$ cat config.mk
export PLATFORM = sky130hd
export DESIGN_NAME = cwdt_top
export DESIGN_NICKNAME = d
export VERILOG_FILES = /design/src/shared/cwdt_pkg.sv /design/src/cwdt_xtal_tick.sv /design/src/cwdt_top.sv
export VERILOG_INCLUDE_DIRS = /design/src /design/src/shared
export SDC_FILE = /design/constraint.sdc
export NUM_CORES = 1
export LEC_CHECK = 0
export BUFFER_PORTS_ARGS = -buffer_cell sky130_fd_sc_hd__buf_2
export CORE_ASPECT_RATIO = 0.6
export CORE_UTILIZATION = 45
export DETAILED_ROUTE_END_ITERATION = 8
export PLACE_DENSITY = 0.72
export SYNTH_ARGS = -nofsm -noshare
export SYNTH_HDL_FRONTEND = slang
export SYNTH_SLANG_ARGS = --single-unit
$ cat constraint.sdc
create_clock -name clock_in -period 4.9 [get_ports clock_in]
set_input_delay 0.735 -clock clock_in [delete_from_list [all_inputs] [get_ports clock_in]]
set_output_delay 0.735 -clock clock_in [all_outputs]
set_load 0.005 [all_outputs]
$ cat src/shared/cwdt_defs.svh
`ifndef CWDT_DEFS_SVH
`define CWDT_DEFS_SVH

// ****************************************************************
// Control register location and reset image
// ****************************************************************
`define CWDT_CTRL_ADDR 8'hC0
`define CWDT_CTRL_RESET 8'h10

// ****************************************************************
// Control register field positions
// ****************************************************************
`define CWDT_SEL_MSB 7
`define CWDT_SEL_LSB 4
`define CWDT_RESP_BIT 3
`define CWDT_FLAG_BIT 2
`define CWDT_ARM_BIT 1
`define CWDT_UNLOCK_BIT 0

// ****************************************************************
// Timing in crystal periods
// ****************************************************************
`define CWDT_XTAL_HZ 32768
`define CWDT_BASE_TICKS 16'h0200
`define CWDT_SEL_MAX_TIMED 4'h7
`define CWDT_SEL_IMMEDIATE 4'h8

`endif

$ cat src/shared/cwdt_pkg.sv
package cwdt_pkg;

  // ****************************************************************
  // Special-function bus request from the core
  // ****************************************************************
  typedef struct packed {
    logic rd;           // Byte read strobe
    logic wr;           // Byte write strobe
    logic [7:0] addr;   // Byte address
    logic [7:0] wdata;  // Byte write data
    logic bit_wr;       // Single-bit write strobe
    logic [7:0] bit_addr; // Bit address
    logic bit_val;      // Bit value written
  } cwdt_sfr_req_t;

  // Timeout response kinds
  typedef enum logic {
    CWDT_RESP_RESET = 1'b0,
    CWDT_RESP_IRQ = 1'b1
  } cwdt_resp_t;

endpackage

$ cat src/cwdt_xtal_tick.sv
`timescale 1ns/100ps
`default_nettype none

// ****************************************************************
// Crystal edge detector: three stages, level accepted on agreement
// ****************************************************************
module cwdt_xtal_tick (
  input wire logic clock_in,
  input wire logic resetn_in,
  input wire logic ce_in,
  input wire logic xtal_in,
  output logic tick_out
);

  logic s1_r; // Metastability catcher, read only by s2_r
  logic s2_r; // Second stage
  logic s3_r; // Third stage
  logic lvl_r; // Accepted crystal level

  // Shift chain
  always_ff @(posedge clock_in) begin
    if (!resetn_in) begin
      s1_r <= 1'b0;
      s2_r <= 1'b0;
      s3_r <= 1'b0;
    end else if (ce_in) begin
      s1_r <= xtal_in;
      s2_r <= s1_r;
      s3_r <= s2_r;
    end
  end

  // Level change counts only when stages two and three agree
  always_ff @(posedge clock_in) begin
    if (!resetn_in) begin
      lvl_r <= 1'b0;
      tick_out <= 1'b0;
    end else if (ce_in) begin
      tick_out <= 1'b0;
      if (s2_r == s3_r && s3_r != lvl_r) begin
        lvl_r <= s3_r;
        tick_out <= s3_r; // One pulse per rising crystal edge
      end
    end else begin
      tick_out <= 1'b0; // Frozen: no stale tick replayed
    end
  end

endmodule

`default_nettype wire

$ cat src/cwdt_top.sv
`timescale 1ns/100ps
`default_nettype none
`include "cwdt_defs.svh"

module cwdt_top #(
  parameter int CNT_W = 16 // Counter width, covers 512 << 7
) (
  input wire logic clock_in,
  input wire logic resetn_in,
  input wire logic ce_in,
  input wire logic xtal_in,
  input wire cwdt_pkg::cwdt_sfr_req_t sfr_req_in,
  output logic [7:0] sfr_rdata_out,
  output logic wd_reset_out,
  output logic wd_irq_out,
  output logic [7:0] ctrl_out
);

  // ****************************************************************
  // State
  // ****************************************************************
  logic [3:0] sel_r; // Timeout select
  cwdt_pkg::cwdt_resp_t resp_r; // Response select
  logic flag_r; // Timeout flag
  logic arm_r; // Watchdog armed
  logic unlock_r; // Write unlock, lives for one access
  logic clr_pend_r; // Counter clear waiting for a crystal tick
  logic [CNT_W-1:0] cnt_r; // Crystal tick counter
  logic tick_w; // One-cycle crystal rising edge

  // ****************************************************************
  // Helpers
  // ****************************************************************
  // Register image as software sees it
  function automatic logic [7:0] ctrl_image(
    input logic [3:0] sel,
    input logic resp,
    input logic flag,
    input logic arm,
    input logic unl
  );
    ctrl_image = {sel, resp, flag, arm, unl};
  endfunction

  // Replace one bit of a byte
  function automatic logic [7:0] put_bit(
    input logic [7:0] old,
    input logic [2:0] idx,
    input logic val
  );
    logic [7:0] res;
    res = old;
    res[idx] = val;
    put_bit = res;
  endfunction

  cwdt_xtal_tick u_tick (
    .clock_in(clock_in),
    .resetn_in(resetn_in),
    .ce_in(ce_in),
    .xtal_in(xtal_in),
    .tick_out(tick_w)
  );

  // ****************************************************************
  // Access decode
  // ****************************************************************
  logic [7:0] cur_w; // Current image
  logic byte_hit_w; // Byte write to our address
  logic bit_hit_w; // Bit write inside our bit range
  logic unlock_set_w; // Bit set of the unlock bit
  logic any_acc_w; // Any bus access, ends an unlock window
  logic wr_ok_w; // Write accepted
  logic [7:0] new_w; // Value that an accepted write leaves
  logic [CNT_W-1:0] lim_w; // Last count of the period
  logic timed_w; // Select is a timed code
  logic timeout_w; // Timeout this cycle

  assign cur_w = ctrl_image(sel_r, resp_r, flag_r, arm_r, unlock_r);
  assign byte_hit_w = sfr_req_in.wr && sfr_req_in.addr == `CWDT_CTRL_ADDR;
  // Bit addresses C0H..C7H map onto this register
  assign bit_hit_w = sfr_req_in.bit_wr &&
    sfr_req_in.bit_addr[7:3] == `CWDT_CTRL_ADDR >> 3;
  assign unlock_set_w = bit_hit_w && sfr_req_in.bit_val &&
    sfr_req_in.bit_addr[2:0] == 3'(`CWDT_UNLOCK_BIT);
  assign any_acc_w = sfr_req_in.rd || sfr_req_in.wr || sfr_req_in.bit_wr;
  // Only the access right after the unlock is taken
  assign wr_ok_w = ce_in && unlock_r && (byte_hit_w ||
    (bit_hit_w && !unlock_set_w));
  assign new_w = sfr_req_in.wr ? sfr_req_in.wdata :
    put_bit(cur_w, sfr_req_in.bit_addr[2:0], sfr_req_in.bit_val);

  // Period is 512 ticks doubled per select step
  assign lim_w = (CNT_W'(`CWDT_BASE_TICKS) << sel_r[2:0]) - CNT_W'(1);
  assign timed_w = sel_r <= `CWDT_SEL_MAX_TIMED; // Reserved codes idle
  assign timeout_w = ce_in && tick_w && arm_r && timed_w &&
    !clr_pend_r && cnt_r == lim_w;

  // ****************************************************************
  // Control fields
  // ****************************************************************
  // Select and response, loaded only by accepted writes
  always_ff @(posedge clock_in) begin
    if (!resetn_in) begin
      sel_r <= 4'(`CWDT_CTRL_RESET >> `CWDT_SEL_LSB); // Image 10H
      resp_r <= cwdt_pkg::CWDT_RESP_RESET;
    end else if (wr_ok_w) begin
      sel_r <= new_w[`CWDT_SEL_MSB:`CWDT_SEL_LSB];
      resp_r <= cwdt_pkg::cwdt_resp_t'(new_w[`CWDT_RESP_BIT]);
    end
  end

  // Timeout flag: set wins over a clear in the same cycle
  always_ff @(posedge clock_in) begin
    if (!resetn_in) begin
      flag_r <= 1'b0; // Hardware reset clears it
    end else if (ce_in) begin
      if (timeout_w || wd_reset_out) begin
        flag_r <= 1'b1; // own reset never clears it
      end else if (wr_ok_w && !new_w[`CWDT_FLAG_BIT]) begin
        flag_r <= 1'b0; // Writing 0 clears, writing 1 is ignored
      end
    end
  end

  // Arm bit
  always_ff @(posedge clock_in) begin
    if (!resetn_in) begin
      arm_r <= 1'b0;
    end else if (ce_in) begin
      if (timeout_w && resp_r == cwdt_pkg::CWDT_RESP_RESET) begin
        arm_r <= 1'b0; // Reset response disarms
      end else if (wr_ok_w) begin
        arm_r <= new_w[`CWDT_ARM_BIT];
      end
    end
  end

  // Unlock window lasts exactly one following access
  always_ff @(posedge clock_in) begin
    if (!resetn_in) begin
      unlock_r <= 1'b0;
    end else if (ce_in && any_acc_w) begin
      unlock_r <= unlock_set_w;
    end
  end

  // ****************************************************************
  // Counter, crystal side
  // ****************************************************************
  // The counter clear from an arm write is parked until the next tick, while
  // arm_r loads at once, so that a clear never lands mid-count between two crystal edges
  always_ff @(posedge clock_in) begin
    if (!resetn_in) begin
      clr_pend_r <= 1'b1;
    end else if (ce_in) begin
      if (wr_ok_w && new_w[`CWDT_ARM_BIT]) begin
        clr_pend_r <= 1'b1; // Re-arm clears the counter
      end else if (tick_w) begin
        clr_pend_r <= 1'b0;
      end
    end
  end

  // Count only on crystal edges
  always_ff @(posedge clock_in) begin
    if (!resetn_in) begin
      cnt_r <= '0;
    end else if (ce_in && tick_w) begin
      if (clr_pend_r || !arm_r || timeout_w) begin
        cnt_r <= '0; // Periodic restart after a timeout
      end else begin
        cnt_r <= cnt_r + CNT_W'(1);
      end
    end
  end

  // ****************************************************************
  // Outputs
  // ****************************************************************
  // Reset and interrupt pulses, one enabled clock each, held while ce_in is low
  always_ff @(posedge clock_in) begin
    if (!resetn_in) begin
      wd_reset_out <= 1'b0;
      wd_irq_out <= 1'b0;
    end else if (ce_in) begin
      // Immediate code with arm set resets at once
      wd_reset_out <= (timeout_w &&
        resp_r == cwdt_pkg::CWDT_RESP_RESET) || (wr_ok_w &&
        new_w[`CWDT_SEL_MSB:`CWDT_SEL_LSB] == `CWDT_SEL_IMMEDIATE &&
        new_w[`CWDT_ARM_BIT]);
      wd_irq_out <= timeout_w &&
        resp_r == cwdt_pkg::CWDT_RESP_IRQ;
    end
  end

  // Read data, registered one clock after the strobe
  always_ff @(posedge clock_in) begin
    if (!resetn_in) begin
      sfr_rdata_out <= 8'h00;
    end else if (ce_in && sfr_req_in.rd) begin
      sfr_rdata_out <= (sfr_req_in.addr == `CWDT_CTRL_ADDR) ?
        cur_w : 8'h00;
    end
  end

  // Register image mirror
  always_ff @(posedge clock_in) begin
    if (!resetn_in) begin
      ctrl_out <= `CWDT_CTRL_RESET;
    end else if (ce_in) begin
      ctrl_out <= cur_w;
    end
  end

  // ****************************************************************
  // Checks
  // ****************************************************************
  a_flag_on_timeout: assert property (@(posedge clock_in)
    disable iff (!resetn_in) timeout_w |=> flag_r)
    else $error("timeout did not set flag");

  a_reset_resp: assert property (@(posedge clock_in)
    disable iff (!resetn_in)
    timeout_w && resp_r == cwdt_pkg::CWDT_RESP_RESET
    |=> wd_reset_out && !wd_irq_out && !arm_r)
    else $error("reset response wrong");

  a_irq_resp: assert property (@(posedge clock_in)
    disable iff (!resetn_in)
    timeout_w && resp_r == cwdt_pkg::CWDT_RESP_IRQ
    |=> wd_irq_out && !wd_reset_out && arm_r)
    else $error("interrupt response wrong");

  a_periodic_restart: assert property (@(posedge clock_in)
    disable iff (!resetn_in)
    timeout_w && resp_r == cwdt_pkg::CWDT_RESP_IRQ |=> cnt_r == '0)
    else $error("counter not restarted");

  a_locked_write: assert property (@(posedge clock_in)
    disable iff (!resetn_in)
    ce_in && byte_hit_w && !unlock_r |=> $stable(sel_r) && $stable(resp_r))
    else $error("locked write took effect");

  a_flag_kept: assert property (@(posedge clock_in)
    disable iff (!resetn_in)
    flag_r && !(wr_ok_w && !new_w[`CWDT_FLAG_BIT]) |=> flag_r)
    else $error("flag lost without clear");

  a_immediate_rst: assert property (@(posedge clock_in)
    disable iff (!resetn_in)
    wr_ok_w && new_w[7:4] == `CWDT_SEL_IMMEDIATE && new_w[1]
    |=> wd_reset_out ##1 !wd_reset_out || !ce_in)
    else $error("immediate reset missing");

  a_rearm_clear: assert property (@(posedge clock_in)
    disable iff (!resetn_in)
    wr_ok_w && new_w[`CWDT_ARM_BIT] |=> clr_pend_r && arm_r)
    else $error("re-arm did not clear");

  a_tick_only: assert property (@(posedge clock_in)
    disable iff (!resetn_in) !(ce_in && tick_w) |=> $stable(cnt_r))
    else $error("counter moved without tick");

  a_reset_image: assert property (@(posedge clock_in)
    disable iff (!resetn_in) $rose(resetn_in) |-> cur_w == 8'h10)
    else $error("reset image not 10H");

endmodule

`default_nettype wire

======== Word-level counts from Yosys, hierarchy flattened ========
Index checks and enable logic that the tools add are counted.
W data, S select, Z words.
word-level totals
  register bits after elaboration ......... 48
  input bits .............................. 32
  logic and storage cells ................. 83
operators by class
  add/sub/neg operators ................... 2
  order comparisons ....................... 3
  equality and inequality tests ........... 6
  shift-type cells ........................ 1
  multiplexer cells ....................... 12
  bitwise gates (word level) .............. 1
  reductions and logical operators ........ 42
operators by type and width
  kind                     count
  $logic_and A1 B1 Y1      22
  $add A16 B1 Y16 const B  1
  $eq A16 B16 Y1           1
  $mux W16                 1
  $mux W8                  2
  $shl A10 B3 Y16 const A  1
  $sub A16 B1 Y16 const B  1
  $bwmux W8                1
  $eq A8 B8 Y1 const B     1
  $reduce_and A2 Y1        4
  $logic_or A1 B1 Y1       7
  $mux W1                  7
  $reduce_bool A2 Y1       3
  $eq A5 B5 Y1 const B     1
  $eq A4 B4 Y1 const B     1
  $le A4 B3 Y1 const B     1
  $logic_not A1 Y1         4
  $lt A3 B4 Y1 const B     1
  $demux W1 S3             1
  $ge A3 B1 Y1 const B     1
  $logic_not A3 Y1         1
  $reduce_and A3 Y1        1
  $eq A1 B1 Y1             1
  $ne A1 B1 Y1             1
  $not A1 Y1               1

======== Logic depth before layout (Yosys ltp) ========
  depth after elaboration ................. 11
  gate-level depth with buffers ........... 8

======== Hierarchy ========
A second synthesis with hierarchy kept.
second synthesis, totals
  cells, all modules ...................... 275
  area total of the unflattened synthesis .. 2558.7 um2
by module, submodules not included
  module          times used  cells each  area each (um2)  sequential area each (um2)
  cwdt_top        1           255         2349.8           860.8
  cwdt_xtal_tick  1           20          209.0            100.1

======== Worst setup path after synthesis ========
OpenSTA, ideal clock, no wires.
  path type ............................... in2reg
  start point ............................. input sfr_req_in[5] (netlist name)
  end point ............................... register wd_reset_out
  data arrival time ....................... 2078 ps
  slack ................................... 2764 ps
  stages .................................. 6
  path buffers ............................ 0
  path through ............................ nor4b_1 > nand3_1 > o32ai_4 > nand2_1 > a211oi_1 > o21a_1
between the ends
  longest elaborated chain between the ends .. 11
ends and longest elaborated chain
  item                                    RTL line         text
  from (decl)                             cwdt_top.sv:12   input wire cwdt_pkg::cwdt_sfr_req_t sfr_req_in,
  $eq A5 B5 Y1 *                          cwdt_top.sv:83   sfr_req_in.bit_addr[7:3] == `CWDT_CTRL_ADDR >> 3;
  $logic_and A1 B1 Y1 *                   cwdt_top.sv:82   assign bit_hit_w = sfr_req_in.bit_wr &&
  $logic_and A1 B1 Y1 (2 in series)       cwdt_top.sv:84   assign unlock_set_w = bit_hit_w && sfr_req_in.bit_val &&
  $logic_not A1 Y1                        cwdt_top.sv:89   (bit_hit_w && !unlock_set_w));
  $logic_and A1 B1 Y1 *                   cwdt_top.sv:89
  $logic_or A1 B1 Y1 *                    cwdt_top.sv:88   assign wr_ok_w = ce_in && unlock_r && (byte_hit_w ||
  $logic_and A1 B1 Y1 *                   cwdt_top.sv:88
  $logic_and A1 B1 Y1 (no source line) *  --
  $logic_and A1 B1 Y1 *                   cwdt_top.sv:189  resp_r == cwdt_pkg::CWDT_RESP_RESET) || (wr_ok_w &&
  $logic_or A1 B1 Y1 *                    cwdt_top.sv:188  wd_reset_out <= (timeout_w &&
  to (signal assigned)                    cwdt_top.sv:188
  to (decl)                               cwdt_top.sv:14   output logic wd_reset_out,
Every way passes the cells marked *; elsewhere a longest branch is shown, timed or not.
A chain may end at the register's enable or synchronous reset.

======== Worst setup path in the final report ========
  start point ............................. input ce_in
  end point ............................... register cnt_r[3]
between the ends
  longest elaborated chain between the ends .. 7
ends and longest elaborated chain
  item                               RTL line                         text
  from (decl)                        cwdt_top.sv:10                   input wire logic ce_in,
  $logic_and A1 B1 Y1 *              cwdt_top.sv:96, cwdt_top.sv:169
  $logic_and A1 B1 Y1 (3 in series)  cwdt_top.sv:96                   assign timeout_w = ce_in && tick_w && arm_r && timed_w &&
  $logic_and A1 B1 Y1                cwdt_top.sv:97                   !clr_pend_r && cnt_r == lim_w;
  $logic_or A1 B1 Y1                 cwdt_top.sv:170                  if (clr_pend_r || !arm_r || timeout_w) begin
  $mux W16                           cwdt_top.sv:170
  to (signal assigned)               cwdt_top.sv:173                  cnt_r <= cnt_r + CNT_W'(1);
  to (decl)                          cwdt_top.sv:28                   logic [CNT_W-1:0] cnt_r;
Marks and branches as above.

==> flow_summary.ini <==
[place]
dp_worst_setup_slack_ns = 2.112
place_congestion = 0.7823
io_buffers = 48
dp_hpwl_um = 3874

[routing]
drt_iter0_drc = 94
routed_via_density = 5.411
detail_route.wl_per_cell_um = 13.92
drt-total-wl_um = 5221
antenna_left = 0
vias = 2029
route.detailed.drc = 0
firstDrtPassIters = 4

[sta]
setup_viol = 0
finalCriticalPeriod_ns = 2.476
hold_violations = 0
setup_ws_ns = 2.424
worstMarginPinSlew_ns = 0.6306
holdWs_ns = 0.4614
finClkSkew_ns = 0.008701
period_share = 0.5053
final_max_slew_viol_count = 0
setup_tns_ns = 0
rsz0062_at_grt = no
slew_headroom = 0.5737
fmax_mhz = 403.9

[pwr]
power_leakage_nw = 1.086
pwr-share-seq = 0.541
netSwitchingFraction = 0.2230
power_density_nw_per_um2 = 268.2
combPwrFrac = 0.062
power_switching_mw = 0.1615
p_int_mw = 0.5627
irDropWorstVdd_uv = 218.1
p_clk_frac = 0.397

[clock_network]
cts_inserted_buffers = 5
htreeDepth = 2
hold_buffers = 0
clock_sinks = 48
cts_tree = yes
cts_resized = 0
clk_pin_slew_ns = 0.10
clock_latency_ns = 0.30
cts-root-buf = clkbuf_8
cts_buffer_depth = 2
post_cts_buffers = 0

[logic_synthesis]
synth_edf_count = 0
syn-cell-area_um2 = 2321
synthCells = 268
yosysSeqAreaShare = 0.4140
synth.distinct_cells = 52
synth_seq_cells = 48
synth_nets = 301
yosysWarnings = 0
synth_flop_cell = dfxtp_1
synthArstFlopShare = 0
avgSynthCellArea_um2 = 8.660

[worst_setup_path]
crit_fanout = 21
rr_startpoint = sel_r[1]$_SDFFE_PN0P_
crit_slowest_cell = buf_2
cp_slowest_stage_delay_ns = 0.39
critPathRequiredTime_ns = 5.08
cp-end-kind = flip-flop
start_kind = input pin
worstSetupStartpoint = ce_in
path_cells = buf_2 > and2_2 > nand4_1 > a2111oi_4 > a21o_2 > a21o_4 > nor3_1
criticalPathCategory = in -> reg
critPathArrivalTime_ns = 2.66
worstRegToRegCells = 5

[die]
core_area_um2 = 4755
rows = 19
fp.dieW_um = 94.72
die-area_um2 = 5458
start_util = 0.4882
die_height_um = 57.63
io_pins = 50

[global_routing]
grt_start_max_net_pins = 29
grt_use_total = 0.1989
grt_busiest_layer = met1
grt_pass1_vias = 1805
grt_pass1_wl_um = 8355
use_met2 = 0.2898
use_met1 = 0.3004
antenna_found_initial = 0
overflow = 0
gr-usage-met3 = 0.04593

[run]
drv_cap = 0

[cells_and_area]
diodes = 0
drive_above_1_share = 0.2147
layout.nets = 344
layout_common_cells = dfxtp_1, buf_2, nor2_1
syn2layout_area_growth_pct = 16.33

[status]
outcome = finished clean

[hold_path]
worstHoldPathCells = 2
hp-class = reg -> reg
min_from = ctrl_out[0]$_SDFFE_PN0P_
flip-flops by register name, indices dropped and copies added (netlist names), 4 cells and up:
name / count
sfr_rdata_out: 8
ctrl_out: 8
cnt_r: 16
sel_r: 4
kinds of logic after synthesis:
| group | synth area share |
|---|---|
| muxes | 0.08679 |
| xor gates and xnor gates | 0.05661 |
| and+or+nand+nor | 0.2496 |
| buffers and inverters | 0.03504 |
| DFF | 0.4140 |
| adders and majority gates | 0.005390 |
| AOI/OAI and AO/OA | 0.1526 |
cell usage after synthesis, drive strengths merged (3+ instances only):
cell type,number,area [um^2]
inv,7,26.27
nor2,47,176.4
and4,3,26.28
nor3,3,15.01
a21oi,6,30.03
buf,5,28.78
a21o,3,31.28
a22oi,9,67.56
nand2b,4,25.02
nand3,10,50.05
nand2,27,101.4
nor4,5,31.28
nor2b,4,25.02
mux2i,19,190.2
xor2,8,70.07
o21ai,8,40.04
nand4,6,37.54
clkbuf,7,26.28
dfxtp,48,960.9
xnor2,7,61.31
critical path, delay by kind of cell:
| kind | cells | cell delay [ns] |
|---|---|---|
| AO/OA/AOI/OAI | 3 | 0.80 |
| AND/OR/NAND/NOR | 3 | 0.72 |
| buffers and inverters | 1 | 0.39 |
area by class of cell:
| cell class | count | area [um^2] |
|---|---|---|
| fillers | 451 | 2054 |
| multi-input cells | 201 | 1279 |
| flip-flops and latches | 48 | 960.9 |
| repair buffers | 48 | 240.2 |
| well taps | 63 | 78.83 |
| clock buffers | 5 | 68.82 |
| clock inverters | 3 | 46.29 |
| inverters | 7 | 26.28 |
metrics by stage:
| stage | area (um^2) | power, mW | utilization | instances |
|---|---|---|---|---|
| final | 2700 | 0.7242 | 0.5679 | 375 |
| after global routing | 2700 | 0.7526 | 0.5679 | 375 |
| after CTS | 2700 | 0.7301 | 0.5679 | 375 |
| after detailed placement | 2585 | 0.4453 | 0.5437 | 367 |
| after global placement | 2585 | 0.4442 | 0.5437 | 367 |
| after floorplan | 2321 | 0.4273 | - | 268 |
worst paths after layout:
kind / end / slack [ns]
worst min-delay path: ctrl_out[0]$_SDFFE_PN0P_ / 0.46
worst max register to register: cnt_r[3]$_SDFFE_PN0N_ / 2.79
worst max-delay path: cnt_r[3]$_SDFFE_PN0N_ / 2.42
worst min register to register: ctrl_out[0]$_SDFFE_PN0P_ / 0.46
metal layers:
| metal | part of all wire | vias up | wire [um] |
|---|---|---|---|
| met1 | 0.54 | 945 | 2801 |
| met3 | 0.063 | 2 | 329 |
| met2 | 0.40 | 54 | 2072 |
| li1 | - | 1028 | - |
| met5 | 0 | - | 0 |
| met4 | 0.0034 | 0 | 18 |
power groups by stage:
stage | logic [mW] | registers [mW] | clock network, mW
after detailed placement | 0.0448 | 0.401 | 0
after global placement | 0.0437 | 0.400 | 0
final | 0.0449 | 0.391 | 0.288
after global routing | 0.0497 | 0.392 | 0.311
after floorplan | 0.0270 | 0.400 | 0
after CTS | 0.0449 | 0.391 | 0.294
Power figures use the tool's default switching activity.
